==> src/hw/fcs_defines.vh <==
// Constants of the flash command sequencer: register map, field positions,
// command codes and reset values.
// Assumes it is included once per design file by its bare name.
`ifndef FCS_DEFINES_VH
`define FCS_DEFINES_VH

// ================================================================
// Register offsets on the plain register port
`define FCS_REG_CLKDIV   3'h0
`define FCS_REG_STATUS   3'h1
`define FCS_REG_FAULT    3'h2
`define FCS_REG_INDEX    3'h3
`define FCS_REG_PARAM    3'h4
`define FCS_REG_MARGIN   3'h5

// ================================================================
// Status register fields
`define FCS_ST_COMPLETE  7
`define FCS_ST_ACCESS_ERROR_FLAG    5
`define FCS_ST_PVIOL     4
`define FCS_ST_VERR      1
`define FCS_ST_VFATAL    0
// Fault register fields
`define FCS_FT_SINGLE    0
`define FCS_FT_DOUBLE    1
// Margin register fields
`define FCS_MG_PARRAY    0
`define FCS_MG_DARRAY    1

// ================================================================
// Reset values
`define FCS_CLKDIV_RST   8'h00
`define FCS_INDEX_RST    3'h0
`define FCS_PARAM_RST    16'h0000
`define FCS_MARGIN_RST   2'h0

// ================================================================
// Command codes
`define FCS_CMD_VFY_ALL  8'h01
`define FCS_CMD_VFY_BLK  8'h02
`define FCS_CMD_VFY_SECT 8'h03
`define FCS_CMD_RD_ONCE  8'h04
`define FCS_CMD_PROG_P   8'h06
`define FCS_CMD_PROG_ONC 8'h07
`define FCS_CMD_ERS_ALL  8'h08
`define FCS_CMD_ERS_BLK  8'h09
`define FCS_CMD_ERS_PSEC 8'h0a
`define FCS_CMD_UNSECURE 8'h0b
`define FCS_CMD_USR_MRG  8'h0d
`define FCS_CMD_FLD_MRG  8'h0e
`define FCS_CMD_VFY_DSEC 8'h10
`define FCS_CMD_PROG_D   8'h11
`define FCS_CMD_ERS_DSEC 8'h12

// ================================================================
// Block selects, section limit and read-once range
`define FCS_BLK_P        2'h0
`define FCS_BLK_D        2'h1
`define FCS_SECT_LIMIT   20'h20000
`define FCS_ONCE_MAX     16'h0007

// ================================================================
// Operation classes for the concurrency check
`define FCS_CL_NONE      3'h0
`define FCS_CL_READ      3'h1
`define FCS_CL_MREAD     3'h2
`define FCS_CL_PROG      3'h3
`define FCS_CL_SERASE    3'h4
`define FCS_CL_MERASE    3'h5

`endif

==> src/hw/fcs_flag.v <==
// Sticky status flag used by the flash command sequencer.
// Assumes one clock, asynchronous active-low reset, single-cycle set/clear.
module fcs_flag #(
  parameter RESET_VAL = 1'b0
) (
  // Clock and reset
  input  wire clk_sys,
  input  wire rst_n,
  // Event and clear
  input  wire set,
  input  wire clr,
  // Flag state
  output reg  flag
);

  // ================================================================
  // Set wins so an event is never lost to a simultaneous clear
  always @(posedge clk_sys or negedge rst_n) begin
    if (!rst_n) begin
      flag <= RESET_VAL;
    end else if (set) begin
      flag <= 1'b1;
    end else if (clr) begin
      flag <= 1'b0;
    end
  end

endmodule // fcs_flag

==> src/hw/fcs_sequencer.v <==
// Flash command sequencer: parameter array, launch checks, status flags,
// hand-off to the array engine and invalid-read detection.
// Assumes a flash array engine that answers each start with one done pulse.
//
// What this block does
// - only listed array operation pairings run together
// - non-normal margin level makes reads margin reads
// - erase-all and erase-block count as mass erase
// - program/erase before divider write sets access error
// - unknown command code sets access error, not run
// - reading a busy array returns invalid data
// - invalid read sets both fault flags if clear
// - verify-all is code 01 at index 000
// - clearing complete flag launches; set when done
// - wrong index at launch sets access error
// - verify/read errors set verify flags, never violation
// - verify-block code 02 selects block; bad block errors
// - section verify code 03, launch index 010
// - bad address, misalignment or 128K crossing errors
// - unavailable command in current mode sets error
// - read-once reaches eight reserved phrases, index 0-7
// - read-once code 04 fills slots 010-101
// - read-once makes program-array reads invalid
`include "fcs_defines.vh"

module fcs_sequencer #(
  parameter DW = 16
) (
  // Clock and reset
  input  wire          clk_sys,
  input  wire          rst_n,
  // Register port
  input  wire [2:0]    reg_addr,
  input  wire [DW-1:0] reg_wdata,
  input  wire          reg_wr,
  input  wire          reg_rd,
  output reg  [DW-1:0] reg_rdata,
  // Device operating mode
  input  wire          restricted_mode,
  // Array engine
  output reg           arr_start,
  output reg  [7:0]    arr_cmd,
  output reg  [17:0]   arr_addr,
  output reg  [15:0]   arr_count,
  output reg           arr_margin,
  output wire [63:0]   arr_wdata,
  input  wire          arr_done,
  input  wire          arr_rd_err,
  input  wire          arr_rd_fatal,
  input  wire          arr_prot_err,
  input  wire [63:0]   arr_rdata,
  // CPU reads of the arrays
  input  wire          cpu_rd_p,
  input  wire          cpu_rd_d,
  output wire          cpu_rd_invalid,
  // Status
  output reg           command_complete_flag
);

  // ================================================================
  // State machine
  localparam S_IDLE = 2'b01;
  localparam S_BUSY = 2'b10;

  reg  [1:0]    state;
  reg  [7:0]    flash_clock_divider;
  reg           div_written;
  reg  [2:0]    parameter_index_pointer;
  reg  [DW-1:0] command_parameter_array [0:5];
  reg  [1:0]    margin;
  reg           run_p;
  reg           run_d;
  reg  [2:0]    run_cls;
  reg           run_verify;

  wire access_error_flag;
  wire protection_violation_flag;
  wire verify_error_flag;
  wire verify_fatal_flag;
  wire single_fault_flag;
  wire double_fault_flag;

  // ================================================================
  // Command decode of the loaded parameters
  wire [7:0]  cmd   = command_parameter_array[0][15:8];
  wire [1:0]  blk   = command_parameter_array[0][1:0];
  wire [17:0] gaddr = {blk, command_parameter_array[1]};
  wire [19:0] sect_end = {3'h0, gaddr[16:0]} + {1'b0, command_parameter_array[2], 3'h0};

  reg       c_valid;
  reg       c_pe;
  reg [2:0] c_idx_min;
  reg [2:0] c_idx_max;
  reg       c_touch_p;
  reg       c_touch_d;
  reg [2:0] c_cls;
  reg       c_verify;
  reg       c_bad;
  reg       c_mode_only;

  always @* begin
    c_valid     = 1'b1;
    c_pe        = 1'b0;
    c_idx_min   = 3'h0;
    c_idx_max   = 3'h0;
    c_touch_p   = 1'b0;
    c_touch_d   = 1'b0;
    c_cls       = `FCS_CL_NONE;
    c_verify    = 1'b0;
    c_bad       = 1'b0;
    c_mode_only = 1'b0;
    case (cmd)
      `FCS_CMD_VFY_ALL: begin
        c_touch_p = 1'b1;
        c_touch_d = 1'b1;
        c_verify  = 1'b1;
      end
      `FCS_CMD_VFY_BLK: begin
        c_touch_p = (blk == `FCS_BLK_P);
        c_touch_d = (blk == `FCS_BLK_D);
        c_bad     = (blk != `FCS_BLK_P) && (blk != `FCS_BLK_D);
        c_verify  = 1'b1;
      end
      `FCS_CMD_VFY_SECT: begin
        c_idx_min   = 3'h2;
        c_idx_max   = 3'h2;
        c_touch_p   = 1'b1;
        c_verify    = 1'b1;
        c_mode_only = 1'b1;
        c_bad = (blk != `FCS_BLK_P) || (gaddr[2:0] != 3'h0)
                || (sect_end > `FCS_SECT_LIMIT);
      end
      `FCS_CMD_RD_ONCE: begin
        c_idx_min   = 3'h1;
        c_idx_max   = 3'h1;
        c_touch_p   = 1'b1;
        c_verify    = 1'b1;
        c_mode_only = 1'b1;
        c_bad = (command_parameter_array[1] > `FCS_ONCE_MAX);
      end
      `FCS_CMD_PROG_P, `FCS_CMD_PROG_ONC: begin
        c_pe      = 1'b1;
        c_idx_min = 3'h5;
        c_idx_max = 3'h5;
        c_touch_p = 1'b1;
        c_cls     = `FCS_CL_PROG;
      end
      `FCS_CMD_ERS_ALL, `FCS_CMD_UNSECURE: begin
        c_pe      = 1'b1;
        c_touch_p = 1'b1;
        c_touch_d = 1'b1;
        c_cls     = `FCS_CL_MERASE;
      end
      `FCS_CMD_ERS_BLK: begin
        c_pe      = 1'b1;
        c_touch_p = (blk == `FCS_BLK_P);
        c_touch_d = (blk == `FCS_BLK_D);
        c_bad     = (blk != `FCS_BLK_P) && (blk != `FCS_BLK_D);
        c_cls     = `FCS_CL_MERASE;
      end
      `FCS_CMD_ERS_PSEC: begin
        c_pe      = 1'b1;
        c_idx_min = 3'h1;
        c_idx_max = 3'h1;
        c_touch_p = 1'b1;
        c_cls     = `FCS_CL_SERASE;
      end
      `FCS_CMD_USR_MRG, `FCS_CMD_FLD_MRG: begin
        c_idx_min   = 3'h1;
        c_idx_max   = 3'h1;
        c_mode_only = (cmd == `FCS_CMD_FLD_MRG);
        c_bad       = (blk != `FCS_BLK_P) && (blk != `FCS_BLK_D);
      end
      `FCS_CMD_VFY_DSEC: begin
        c_idx_min = 3'h2;
        c_idx_max = 3'h2;
        c_touch_d = 1'b1;
        c_verify  = 1'b1;
      end
      `FCS_CMD_PROG_D: begin
        c_pe      = 1'b1;
        c_idx_min = 3'h2;
        c_idx_max = 3'h5;
        c_touch_d = 1'b1;
        c_cls     = `FCS_CL_PROG;
      end
      `FCS_CMD_ERS_DSEC: begin
        c_pe      = 1'b1;
        c_idx_min = 3'h1;
        c_idx_max = 3'h1;
        c_touch_d = 1'b1;
        c_cls     = `FCS_CL_SERASE;
      end
      default: begin
        c_valid = 1'b0;
      end
    endcase
  end

  // Verify reads are margin reads once a non-normal level is chosen
  wire       c_margin = (c_touch_p & margin[`FCS_MG_PARRAY])
                        | (c_touch_d & margin[`FCS_MG_DARRAY]);
  wire [2:0] c_class  = c_verify ? (c_margin ? `FCS_CL_MREAD : `FCS_CL_READ) : c_cls;

  wire launch_err = !c_valid
                    || (c_pe && !div_written)
                    || (parameter_index_pointer < c_idx_min)
                    || (parameter_index_pointer > c_idx_max)
                    || c_bad
                    || (c_mode_only && restricted_mode);

  // ================================================================
  // Register writes and launch
  wire busy     = state[1];
  wire wr_stat  = reg_wr && (reg_addr == `FCS_REG_STATUS);
  wire wr_fault = reg_wr && (reg_addr == `FCS_REG_FAULT);
  // Launch is refused while an access error or protection violation stands, so stale errors cannot mask new ones
  wire launch   = wr_stat && reg_wdata[`FCS_ST_COMPLETE] && !busy
                  && !access_error_flag && !protection_violation_flag;
  wire go       = launch && !launch_err;
  wire finish   = busy && arr_done;
  wire is_once  = (arr_cmd == `FCS_CMD_RD_ONCE);

  assign arr_wdata = {command_parameter_array[5], command_parameter_array[4],
                      command_parameter_array[3], command_parameter_array[2]};

  always @(posedge clk_sys or negedge rst_n) begin
    if (!rst_n) begin
      flash_clock_divider     <= `FCS_CLKDIV_RST;
      div_written             <= 1'b0;
      parameter_index_pointer <= `FCS_INDEX_RST;
      margin                  <= `FCS_MARGIN_RST;
    end else begin
      if (reg_wr && (reg_addr == `FCS_REG_CLKDIV) && !busy) begin
        flash_clock_divider <= reg_wdata[7:0];
        div_written         <= 1'b1;
      end
      if (reg_wr && (reg_addr == `FCS_REG_INDEX) && !busy) begin
        parameter_index_pointer <= reg_wdata[2:0];
      end
      if (reg_wr && (reg_addr == `FCS_REG_MARGIN) && !busy) begin
        margin <= reg_wdata[1:0];
      end else if (finish && ((arr_cmd == `FCS_CMD_USR_MRG)
                              || (arr_cmd == `FCS_CMD_FLD_MRG))) begin
        margin[arr_addr[16]] <= (command_parameter_array[1] != `FCS_PARAM_RST);
      end
    end
  end

  // ================================================================
  // Parameter array: software writes when idle, read-once fills on finish
  genvar gi;
  generate
    for (gi = 0; gi < 6; gi = gi + 1) begin : g_param
      always @(posedge clk_sys or negedge rst_n) begin
        if (!rst_n) begin
          command_parameter_array[gi] <= `FCS_PARAM_RST;
        end else if (finish && is_once && (gi >= 2)) begin
          command_parameter_array[gi] <= arr_rdata[16*((gi+2)%4) +: 16];
        end else if (reg_wr && (reg_addr == `FCS_REG_PARAM) && !busy
                     && (parameter_index_pointer == gi)) begin
          command_parameter_array[gi] <= reg_wdata;
        end
      end
    end
  endgenerate

  // ================================================================
  // Sequencer state machine and array engine hand-off
  always @(posedge clk_sys or negedge rst_n) begin
    if (!rst_n) begin
      state                 <= S_IDLE;
      command_complete_flag <= 1'b1;
      arr_start             <= 1'b0;
      arr_cmd               <= 8'h00;
      arr_addr              <= 18'h00000;
      arr_count             <= 16'h0000;
      arr_margin            <= 1'b0;
      run_p                 <= 1'b0;
      run_d                 <= 1'b0;
      run_cls               <= `FCS_CL_NONE;
      run_verify            <= 1'b0;
    end else begin
      arr_start <= 1'b0;
      case (state)
        S_IDLE: begin
          if (go) begin
            state                 <= S_BUSY;
            command_complete_flag <= 1'b0;
            arr_start             <= 1'b1;
            arr_cmd               <= cmd;
            arr_addr              <= gaddr;
            arr_count             <= command_parameter_array[2];
            arr_margin            <= c_margin;
            run_p                 <= c_touch_p;
            run_d                 <= c_touch_d;
            run_cls               <= c_class;
            run_verify            <= c_verify;
          end
        end
        S_BUSY: begin
          if (arr_done) begin
            state                 <= S_IDLE;
            command_complete_flag <= 1'b1;
            run_p                 <= 1'b0;
            run_d                 <= 1'b0;
            run_cls               <= `FCS_CL_NONE;
          end
        end
        default: begin
          state <= S_IDLE;
        end
      endcase
    end
  end

  // ================================================================
  // Status flags
  fcs_flag u_access_error_flag (
    .clk_sys (clk_sys),
    .rst_n   (rst_n),
    .set     (launch && launch_err),
    .clr     (wr_stat && reg_wdata[`FCS_ST_ACCESS_ERROR_FLAG]),
    .flag    (access_error_flag)
  );

  fcs_flag u_pviol (
    .clk_sys (clk_sys),
    .rst_n   (rst_n),
    .set     (finish && arr_prot_err && !run_verify),
    .clr     (wr_stat && reg_wdata[`FCS_ST_PVIOL]),
    .flag    (protection_violation_flag)
  );

  // Verify flags describe the last command only, so a launch that starts a command wipes them
  fcs_flag u_verr (
    .clk_sys (clk_sys),
    .rst_n   (rst_n),
    .set     (finish && arr_rd_err),
    .clr     (go),
    .flag    (verify_error_flag)
  );

  fcs_flag u_vfatal (
    .clk_sys (clk_sys),
    .rst_n   (rst_n),
    .set     (finish && arr_rd_fatal),
    .clr     (go),
    .flag    (verify_fatal_flag)
  );

  // ================================================================
  // Reads of the arrays while a command runs
  function pair_ok;
    input [2:0] pcl;
    input [2:0] dcl;
    begin
      pair_ok = ((pcl == `FCS_CL_READ) && ((dcl == `FCS_CL_MREAD)
                 || (dcl == `FCS_CL_PROG) || (dcl == `FCS_CL_SERASE)))
                || ((pcl == `FCS_CL_MREAD) && (dcl == `FCS_CL_MREAD))
                || ((pcl == `FCS_CL_SERASE) && (dcl == `FCS_CL_SERASE))
                || ((pcl == `FCS_CL_MERASE) && (dcl == `FCS_CL_MERASE));
    end
  endfunction

  wire [2:0] p_rd_cls = margin[`FCS_MG_PARRAY] ? `FCS_CL_MREAD : `FCS_CL_READ;
  wire [2:0] d_rd_cls = margin[`FCS_MG_DARRAY] ? `FCS_CL_MREAD : `FCS_CL_READ;

  // Read-once marks the program array busy, so its reads come back invalid
  wire bad_p = cpu_rd_p && (run_p || (run_d && !pair_ok(p_rd_cls, run_cls)));
  wire bad_d = cpu_rd_d && (run_d || (run_p && !pair_ok(run_cls, d_rd_cls)));

  assign cpu_rd_invalid = busy && (bad_p || bad_d);

  wire fault_new = cpu_rd_invalid && !single_fault_flag && !double_fault_flag;

  fcs_flag u_sfault (
    .clk_sys (clk_sys),
    .rst_n   (rst_n),
    .set     (fault_new),
    .clr     (wr_fault && reg_wdata[`FCS_FT_SINGLE]),
    .flag    (single_fault_flag)
  );

  fcs_flag u_dfault (
    .clk_sys (clk_sys),
    .rst_n   (rst_n),
    .set     (fault_new),
    .clr     (wr_fault && reg_wdata[`FCS_FT_DOUBLE]),
    .flag    (double_fault_flag)
  );

  // ================================================================
  // Register read-back, one cycle after the strobe
  reg [DW-1:0] next_rdata;

  always @* begin
    next_rdata = {DW{1'b0}};
    case (reg_addr)
      `FCS_REG_CLKDIV: next_rdata[7:0] = flash_clock_divider;
      `FCS_REG_STATUS: begin
        next_rdata[`FCS_ST_COMPLETE] = command_complete_flag;
        next_rdata[`FCS_ST_ACCESS_ERROR_FLAG]   = access_error_flag;
        next_rdata[`FCS_ST_PVIOL]    = protection_violation_flag;
        next_rdata[`FCS_ST_VERR]     = verify_error_flag;
        next_rdata[`FCS_ST_VFATAL]   = verify_fatal_flag;
      end
      `FCS_REG_FAULT: begin
        next_rdata[`FCS_FT_SINGLE] = single_fault_flag;
        next_rdata[`FCS_FT_DOUBLE] = double_fault_flag;
      end
      `FCS_REG_INDEX:  next_rdata[2:0] = parameter_index_pointer;
      `FCS_REG_PARAM: begin
        if (parameter_index_pointer < 3'h6) begin
          next_rdata = command_parameter_array[parameter_index_pointer];
        end
      end
      `FCS_REG_MARGIN: next_rdata[1:0] = margin;
      default:         next_rdata = {DW{1'b0}};
    endcase
  end

  always @(posedge clk_sys or negedge rst_n) begin
    if (!rst_n) begin
      reg_rdata <= {DW{1'b0}};
    end else if (reg_rd) begin
      reg_rdata <= next_rdata;
    end else begin
      reg_rdata <= {DW{1'b0}};
    end
  end

endmodule // fcs_sequencer

==> config.mk <==
export PLATFORM = sky130hd
export DESIGN_NAME = fcs_sequencer
export DESIGN_NICKNAME = d
export VERILOG_FILES = /design/src/hw/fcs_flag.v /design/src/hw/fcs_sequencer.v
export VERILOG_INCLUDE_DIRS = /design/src /design/src/hw
export SDC_FILE = /design/constraint.sdc
export NUM_CORES = 1
export LEC_CHECK = 0
export BUFFER_PORTS_ARGS = -buffer_cell sky130_fd_sc_hd__buf_2
export CAP_MARGIN = 20
export CORE_UTILIZATION = 31
export CTS_BUF_LIST = sky130_fd_sc_hd__clkbuf_4 sky130_fd_sc_hd__clkbuf_8
export DETAILED_ROUTE_END_ITERATION = 6
export PLACE_DENSITY = 0.5
export SLEW_MARGIN = 10
export SYNTH_ARGS = -nofsm -noshare
export SYNTH_HDL_FRONTEND = slang
export SYNTH_SLANG_ARGS = --single-unit
==> constraint.sdc <==
create_clock -name clk_sys -period 9.3 [get_ports clk_sys]
set_clock_uncertainty 0.1 [all_clocks]
set_input_delay 0.93 -clock clk_sys [delete_from_list [all_inputs] [get_ports clk_sys]]
set_output_delay 0.93 -clock clk_sys [all_outputs]
set_load 0.01 [all_outputs]
==> results of run 1 <==
==> power breakdown <==
part           switching, mW  internal, mW  leakage, nW
clock network          0.312         0.234        0.172
registers              0.266         0.973         2.43
logic                  0.571         0.435         3.21
total                   1.15          1.64         5.82
==> worst reg2reg max path, cell delays in order, from the launching register on <==
cell and delay, ns:
dfrtp_1 0.64, nor2_1 0.36, nand3_1 0.38, o31a_1 0.38, ha_1 0.29, nor2b_1 0.13
o21ai_0 0.14, a32oi_1 0.07, a2111oi_0 0.30, nand4_1 0.19, nor2_1 0.16, o211a_2 0.25
nand3_4 0.64, mux2_1 0.64
==> state kept, by name, summed over array words and instances, names as in the netlist, 2 cells and up <==
| signal | flops |
|---|---|
| arr_wdata | 64 |
| command_parameter_array | 22 |
| arr_addr | 18 |
| arr_count | 16 |
| reg_rdata | 16 |
| arr_cmd | 8 |
| cmd | 8 |
| flash_clock_divider | 8 |
| parameter_index_pointer | 3 |
| run_cls | 3 |
| blk | 2 |
| margin | 2 |
| state | 2 |
==> through the flow <==
step,util,setup slack [ns]
finish,0.3586,4.491
global route,0.3585,4.017
CTS,0.3585,4.519
detailed placement,0.3473,4.566
global placement,0.3473,4.641
floorplan,-,5.849
==> kinds of logic after synthesis <==
group	after synthesis
multiplexers	126
AND/OR/NAND/NOR	341
XOR/XNOR	11
buffers and inverters	155
adder cells (fa/ha/maj)	20
AO/OA/AOI/OAI	276
flip-flops	185
==> final cells by class <==
cell class,count,area share
Sequential cell,185,0.3834
Clock buffer,21,0.02340
Inverter,26,0.008075
Tap cell,448,0.04638
Timing Repair Buffer,233,0.1001
Multi-Input combinational cell,774,0.4305
Clock inverter,10,0.007972
Antenna cell,1,0.0002071
==> synthesized netlist by cell type, types with 11 or more instances <==
library cell  count  area, um^2
o21ai_0          51       255.2
a21oi_1         120       600.6
mux2_4           18       270.3
dfrtp_1         183        4579
nor2_1          105       394.1
inv_1            25       93.84
mux2i_1          32       320.3
o22ai_1          11       68.82
buf_4            64       480.5
mux2_1           21       236.5
nand3_1          16       80.08
nor3_1           19       95.09
mux2_2           49       551.8
clkbuf_1         50       187.7
nand2_1         111       416.7
and2_1           20       125.1
nor2b_1          14       87.58
a21o_1           11       82.58
nand2b_1         12       75.07
a31oi_1          19       118.9
ha_1             19       237.7
==> worst paths after layout <==
| path | from | to |
|---|---|---|
| worst max-delay path | cmd[3]$_DFFE_PN0P_ | arr_count[13]$_DFFE_PN0P_ |
| worst min-delay path | arr_addr[3]$_DFFE_PN0P_ | arr_addr[3]$_DFFE_PN0P_ |
| worst max register to register | cmd[3]$_DFFE_PN0P_ | arr_count[13]$_DFFE_PN0P_ |
| worst min register to register | arr_addr[3]$_DFFE_PN0P_ | arr_addr[3]$_DFFE_PN0P_ |
| max in group asynchronous | rst_n | reg_rdata[10]$_DFF_PN0_ |
| min in group asynchronous | rst_n | arr_count[3]$_DFFE_PN0P_ |
==> routing by layer <==
| layer | vias up | track usage |
|---|---|---|
| met3 | 22 | 0.04024 |
| met2 | 265 | 0.3477 |
| li1 | 4130 | - |
| met4 | 0 | 0.05410 |
| met1 | 4393 | 0.2804 |
| met5 | - | 0 |
==> qor.yml, run 1 <==
timing.critical_path.required_ns: 9.57
fillCellCount: 3546
arrival_time_of_the_worst_setup_path_ns: 5.08
synth_mux_area_frac: 0.1419
critical_path_cell_count: 13
design_area_mm2: 0.01209
cts_buffers: 17
htree_levels: 4
dieWidth_um: 187.5
cpLargestDelayFamily: "simple AND/OR/NAND/NOR gates"
cp-end-kind: "register"
min_path_cells: 1
grt_antenna_before_repair: 1
globalRoute.totalOverflow: 0
ys_ff_latch: 185
synth_area_mm2: 0.01067
drt_first_iter_violations: 540
io_pins: 220
highest_metal_layer_with_signal_wires: "met4"
first_pass_iteration_count_of_the_detailed_router: 5
postcts_resize_cnt: 0
grt_max_degree: 113
worst_r2r_path_depth: 13
grt_pass1_wl_mm: 54.99
syn-instance-count: 1114
maxCapViolCount: 0
detailed_place_hpwl_mm: 26.62
slew_violations: 0
run_status: "finished, final reports clean"
maxClockFrequency_ghz: 0.2080
dpl-instance-area_mm2: 0.01170
layout-area-overhead-vs-synth_pct: 13.28
report.final.hold_viol_count: 0
crit_path_max_incr_delay_ns: 0.64
rsz0062_at_grt: "false"
route.vias.total: 8810
io_buffers: 219
pwr_dens_mw_per_mm2: 231.0
die_height_um: 187.5
yosys.area_share.adder: 0.02416
dominantRegCellSynth: "dfrtp_1"
numClockSinks: 185
grt_pass1_vias: 8508
multi_input_comb_area_mm2: 0.005202
place.gp.congestion: 0.9037
post-route-period-util: 0.5171
timing.critical_path.fanout_max: 49
synth_enable_flop_cells: 0
wl_met1_mm: 16.25
final_cells: 1698
kind_of_path_behind_the_tightest_hold_check: "reg2reg"
cts.path.max_buffers: 2
tritoncts_clock_tree: "yes"
start_util: 0.3166
crit_slowest_cell: "dfrtp_1"
worst_slew_margin_rel: 0.3371
wl_met2_mm: 17.93
post-cts-setup-buffer-count: 0
wl_met3_mm: 2.016
sequential_cell_area_mm2: 0.004633
worstPathBufferInverterCount: 0
clk_pin_slew_worst_paths_ns: 0.11
power_mw: 2.791
synth_simple_gate_area_frac: 0.1519
postRouteWirelength_mm: 36.67
dieArea_mm2: 0.03516
cp_cell_sequence: "nor2_1, nand3_1, o31a_1, ha_1, nor2b_1, o21ai_0, a32oi_1, a2111oi_0, nand4_1, nor2_1, o211a_2, nand3_4, mux2_1"
cts-hold-fix-buffers: 0
fin_worst_hold_slack_ns: 0.3944
core-area_mm2: 0.03370
p_leak_nw: 5.819
synth_top_family_by_area: "compound AO/OA/AOI/OAI gates"
detail_route.wl_per_cell_um: 21.60
worst_skew_pair.late_latency_ns: 0.50
timing_worst_setup_path_type: "reg2reg"
post-route-drc-count: 0
final_antenna_net_count: 0
compound_gate_portion_of_the_synthesized_area: 0.1573
drive_above_1_share: 0.2866
asyncSetResetFlopFracSynth: 1.000
finish.net_count: 1351
numPlacedInstances: 1666
synthXorXnorAreaFrac: 0.009030
layout.cells.most_common_list: "buf_2 (218), dfrtp_1 (182), a21oi_1 (120), nand2_1 (111), nor2_1 (104)"
mappedNetlistNets: 1228
synthesis.area_per_instance_um2: 9.577
min_period_ns: 4.809
cp-start-kind: "register"
ys_seq_area_frac: 0.4342
route.detailed.vias_per_inst: 5.188
fin_setup_tns_ns: 0
max_slew.worst_pin.slew_ns: 0.9944
r2r_setup_slack_ns: 4.49
layout_commonest_cell: "buf_2"
peakVddDrop_v: 0.0001005
floorplan.rows: 67
final_number_of_setup_violating_endpoints: 0
cpMostUsedCell: "nor2_1"
grt_usage: 0.2099
ctsRootBufferMaster: "clkbuf_8"
yosysWarningCount: 0
synth_cell_types: 70
No activity file was read; power rests on OpenSTA's default activity.
==> inputs of run 2 (changes only) <==
Settings changed: ABC_AREA set to 1, PLACE_DENSITY 0.5 to 0.52.
Clock period 9.3 ns to 3.9 ns, I/O delays scaled along.
==> run 2 against run 1 <==
  * Sequential share of layout area increased by 0.95 points
  * Non-clock buffer count increased by 10
  * Critical path depth increased by 8
  * Critical path type unchanged
  * Critical endpoint is now run_cls[1]$_DFFE_PN0P_
  * Largest power group unchanged
==> qor.yml, run 2 <==
timing.critical_path.fanout_max: 6  # -88%
ys_seq_area_frac: 0.4543  # +0.02019
syn-instance-count: 1346  # +21%
flip_flop_count_of_the_largest_register_all_copies_and_words_added: 64  # unchanged
finalCoreUtilization: 0.3633  # +0.004672
fin_setup_tns_ns: 0  # unchanged
place.gp.congestion: 0.9317  # +3.1%
ctsRootBufferMaster: "clkbuf_8"
dominantRegCellSynth: "dfrtp_1"
synth.area.top_cells: "dfrtp_1 (45%), nand2_1 (15%), inv_1 (5.2%), nor2_1 (4.8%), buf_4 (4.7%)"
power_report.internal_total_mw: 3.901  # +140%
synth_cell_types: 46  # -34%
layout_commonest_cell: "nand2_1"
worst_slew_margin_rel: 0.3514  # +0.01432
grt_antenna_before_repair: 0  # -1
mappedNetlistNets: 1460  # +19%
detailed_place_hpwl_mm: 29.23  # +9.8%
cp-start-kind: "register"
grt_max_degree: 99  # -12%
floorplan.rows: 66  # -1.5%
cts.path.max_buffers: 2  # unchanged
grt_usage: 0.2250  # +0.01508
route.vias.total: 9617  # +9.2%
synth_enable_flop_cells: 0  # unchanged
most_frequent_cell_after_synthesis: "nand2_1"
grt_pass1_vias: 9333  # +9.7%
min_period_ns: 3.420  # -1.388 ns
netlist_top_cells_count: "nand2_1 (409), dfrtp_1 (183), inv_1 (141)"
worst_skew_pair.late_latency_ns: 0.49  # about the same
post-route-period-util: 0.8770  # +0.3600
timing_worst_setup_path_type: "reg2reg"
ys_ff_latch: 185  # unchanged
pwr_dens_mw_per_mm2: 594.5  # +160%
grt_pass1_wl_mm: 56.84  # +3.4%
peakVddDrop_v: 0.0002175  # +120%
layout.cells.most_common_list: "nand2_1 (409), buf_2 (218), dfrtp_1 (183), inv_1 (140), nor2_1 (129)"
globalRoute.totalOverflow: 0  # unchanged
layout-area-overhead-vs-synth_pct: 15.65
clk_pin_slew_worst_paths_ns: 0.12  # about the same
yosys.area.top_type: "dfrtp_1"
htree_levels: 4  # unchanged
post-cts-setup-buffer-count: 0  # unchanged
detail_route.wl_per_cell_um: 19.07  # -12%
final_number_of_setup_violating_endpoints: 0  # unchanged
post-route-worst-setup-slack_ns: 0.4795  # -4.012 ns
synth_area_mm2: 0.01019  # -4.4%
pwr-share-comb: 0.395  # +0.034
place_ws_ns: 0.4107  # -4.155 ns
dieArea_mm2: 0.03362  # -4.4%
drt_first_iter_violations: 647  # +20%
final_cells: 1956  # +15%
dieWidth_um: 183.3  # -2.2%
slew_violations: 0  # unchanged
report.final.hold_viol_count: 0  # unchanged
postRouteWirelength_mm: 37.31  # +1.7%
core-area_mm2: 0.03245  # -3.7%
netSwitchingFraction: 0.4434  # +0.03177
seqPwrFrac: 0.409  # -0.035
io_buffers: 219  # unchanged
maxCapViolCount: 0  # unchanged
die_height_um: 183.3  # -2.2%
numClockSinks: 185  # unchanged
cp-end-kind: "register"
io_pins: 220  # unchanged
synthesis.area_per_instance_um2: 7.574  # -21%
maxClockFrequency_ghz: 0.2924  # +41%
drive_above_1_share: 0.1956  # -0.09099
run_status: "finished, final reports clean"
timing.critical_path.required_ns: 4.21  # -5.36 ns
p_leak_nw: 6.140  # +5.5%
first_pass_iteration_count_of_the_detailed_router: 5  # unchanged
numPlacedInstances: 1922  # +15%
max_slew.worst_pin.slew_ns: 0.9706  # -0.02383 ns
arrival_time_of_the_worst_setup_path_ns: 3.73  # -1.35 ns
finish.net_count: 1614  # +19%
synth_top_area_share: 0.4492  # +0.01997
cts_buffers: 17  # unchanged
yosysWarningCount: 0  # unchanged
tritoncts_clock_tree: "yes"
post-route-drc-count: 0  # unchanged
route.detailed.vias_per_inst: 4.917  # -5.2%
rsz0062_at_grt: "false"
asyncSetResetFlopFracSynth: 1.000  # unchanged
switching_power_mw: 3.108  # +170%
final_antenna_net_count: 0  # unchanged
kind_of_path_behind_the_tightest_hold_check: "in2reg"
start_util: 0.3141  # -0.002455
clock_power_share: 0.196  # about the same
[run 2: through the flow]
| stage | instance area (um^2) | power, mW | hold WS, ns |
|---|---|---|---|
| floorplan | 10190 | 4.709 | -0.005591 |
| global placement | 11370 | 5.644 | 0.3488 |
| detailed placement | 11370 | 5.646 | 0.3533 |
| finish | 11790 | 7.009 | 0.03348 |
| global route | 11790 | 7.510 | 0.01515 |
| CTS | 11790 | 7.023 | 0.0002106 |
[run 2: power by group through the flow]
stage / sequential (mW) / clock, mW / combinational, mW
after detailed placement: 2.90 / 0 / 2.75
after floorplan: 2.74 / 0 / 1.97
after global placement: 2.89 / 0 / 2.76
after global routing: 2.93 / 1.48 / 3.11
final: 2.87 / 1.37 / 2.77
after CTS: 2.86 / 1.40 / 2.76
[run 2: timing repair]
action,4_1_cts,5_1_grt
gates resized for setup,0,2
hold endpoints to repair,94,0
hold buffers,1,0
endpoints found under the setup margin,0,22
[run 2: per-layer routing]
metal | global-route usage | vias up | wire (um)
li1 | - | 4658 | -
met1 | 0.3407 | 4600 | 18580
met2 | 0.3329 | 335 | 15920
met3 | 0.03554 | 24 | 2371
met4 | 0.04967 | 0 | 435
met5 | 0 | - | 0
[run 2: cell families after synthesis]
family,count (synthesis),share of synthesized area
adder cells (fa/ha/maj),20,0.02528
AND/OR/NAND/NOR,630,0.2498
AO/OA/AOI/OAI,252,0.1479
flip-flops,185,0.4543
XOR/XNOR,2,0.001719
buffers and inverters,257,0.1210
[run 2: final timing paths]
path	start	end	slack, ns	cells past startpoint
worst max-delay path	command_parameter_array[67]$_DFFE_PN0P_	run_cls[1]$_DFFE_PN0P_	0.48	21
worst min-delay path	arr_rdata[54]	arr_wdata[54]$_DFFE_PN0P_	0.03	3
worst max register to register	command_parameter_array[67]$_DFFE_PN0P_	run_cls[1]$_DFFE_PN0P_	0.48	21
worst min register to register	div_written$_DFFE_PN0P_	div_written$_DFFE_PN0P_	0.38	2
max in group asynchronous	rst_n	command_parameter_array[86]$_DFFE_PN0P_	2.26	3
min in group asynchronous	rst_n	arr_cmd[7]$_DFFE_PN0P_	0.47	2
[run 2: worst max-delay path: stages, from the launching register on]
cell and delay (ns):
dfrtp_1 0.46, ha_1 0.27, fa_1 0.46, nand3_1 0.14, nand2_1 0.10, nand2_1 0.10, nand2_1 0.08, nand2_1 0.06
nand2_1 0.05, inv_1 0.07, nand2_1 0.06, nor2_1 0.09, nand4_1 0.09, nand2_1 0.08, nand2_1 0.09, nand2_1 0.13
nand2_1 0.07, nor2_1 0.15, nand2_1 0.09, nor2_1 0.35, o21ai_0 0.17, nand2_1 0.09
[run 2: final cells by class]
cell class              count  area, um^2
inverters                 149       561.8
clock buffers              17       234.0
clock inverters            15       175.2
repair buffers            243        1300
well taps                 442       553.0
multi-input cells         904        4332
fillers                  3517       20660
diodes                      1       2.502
flip-flops and latches    185        4632
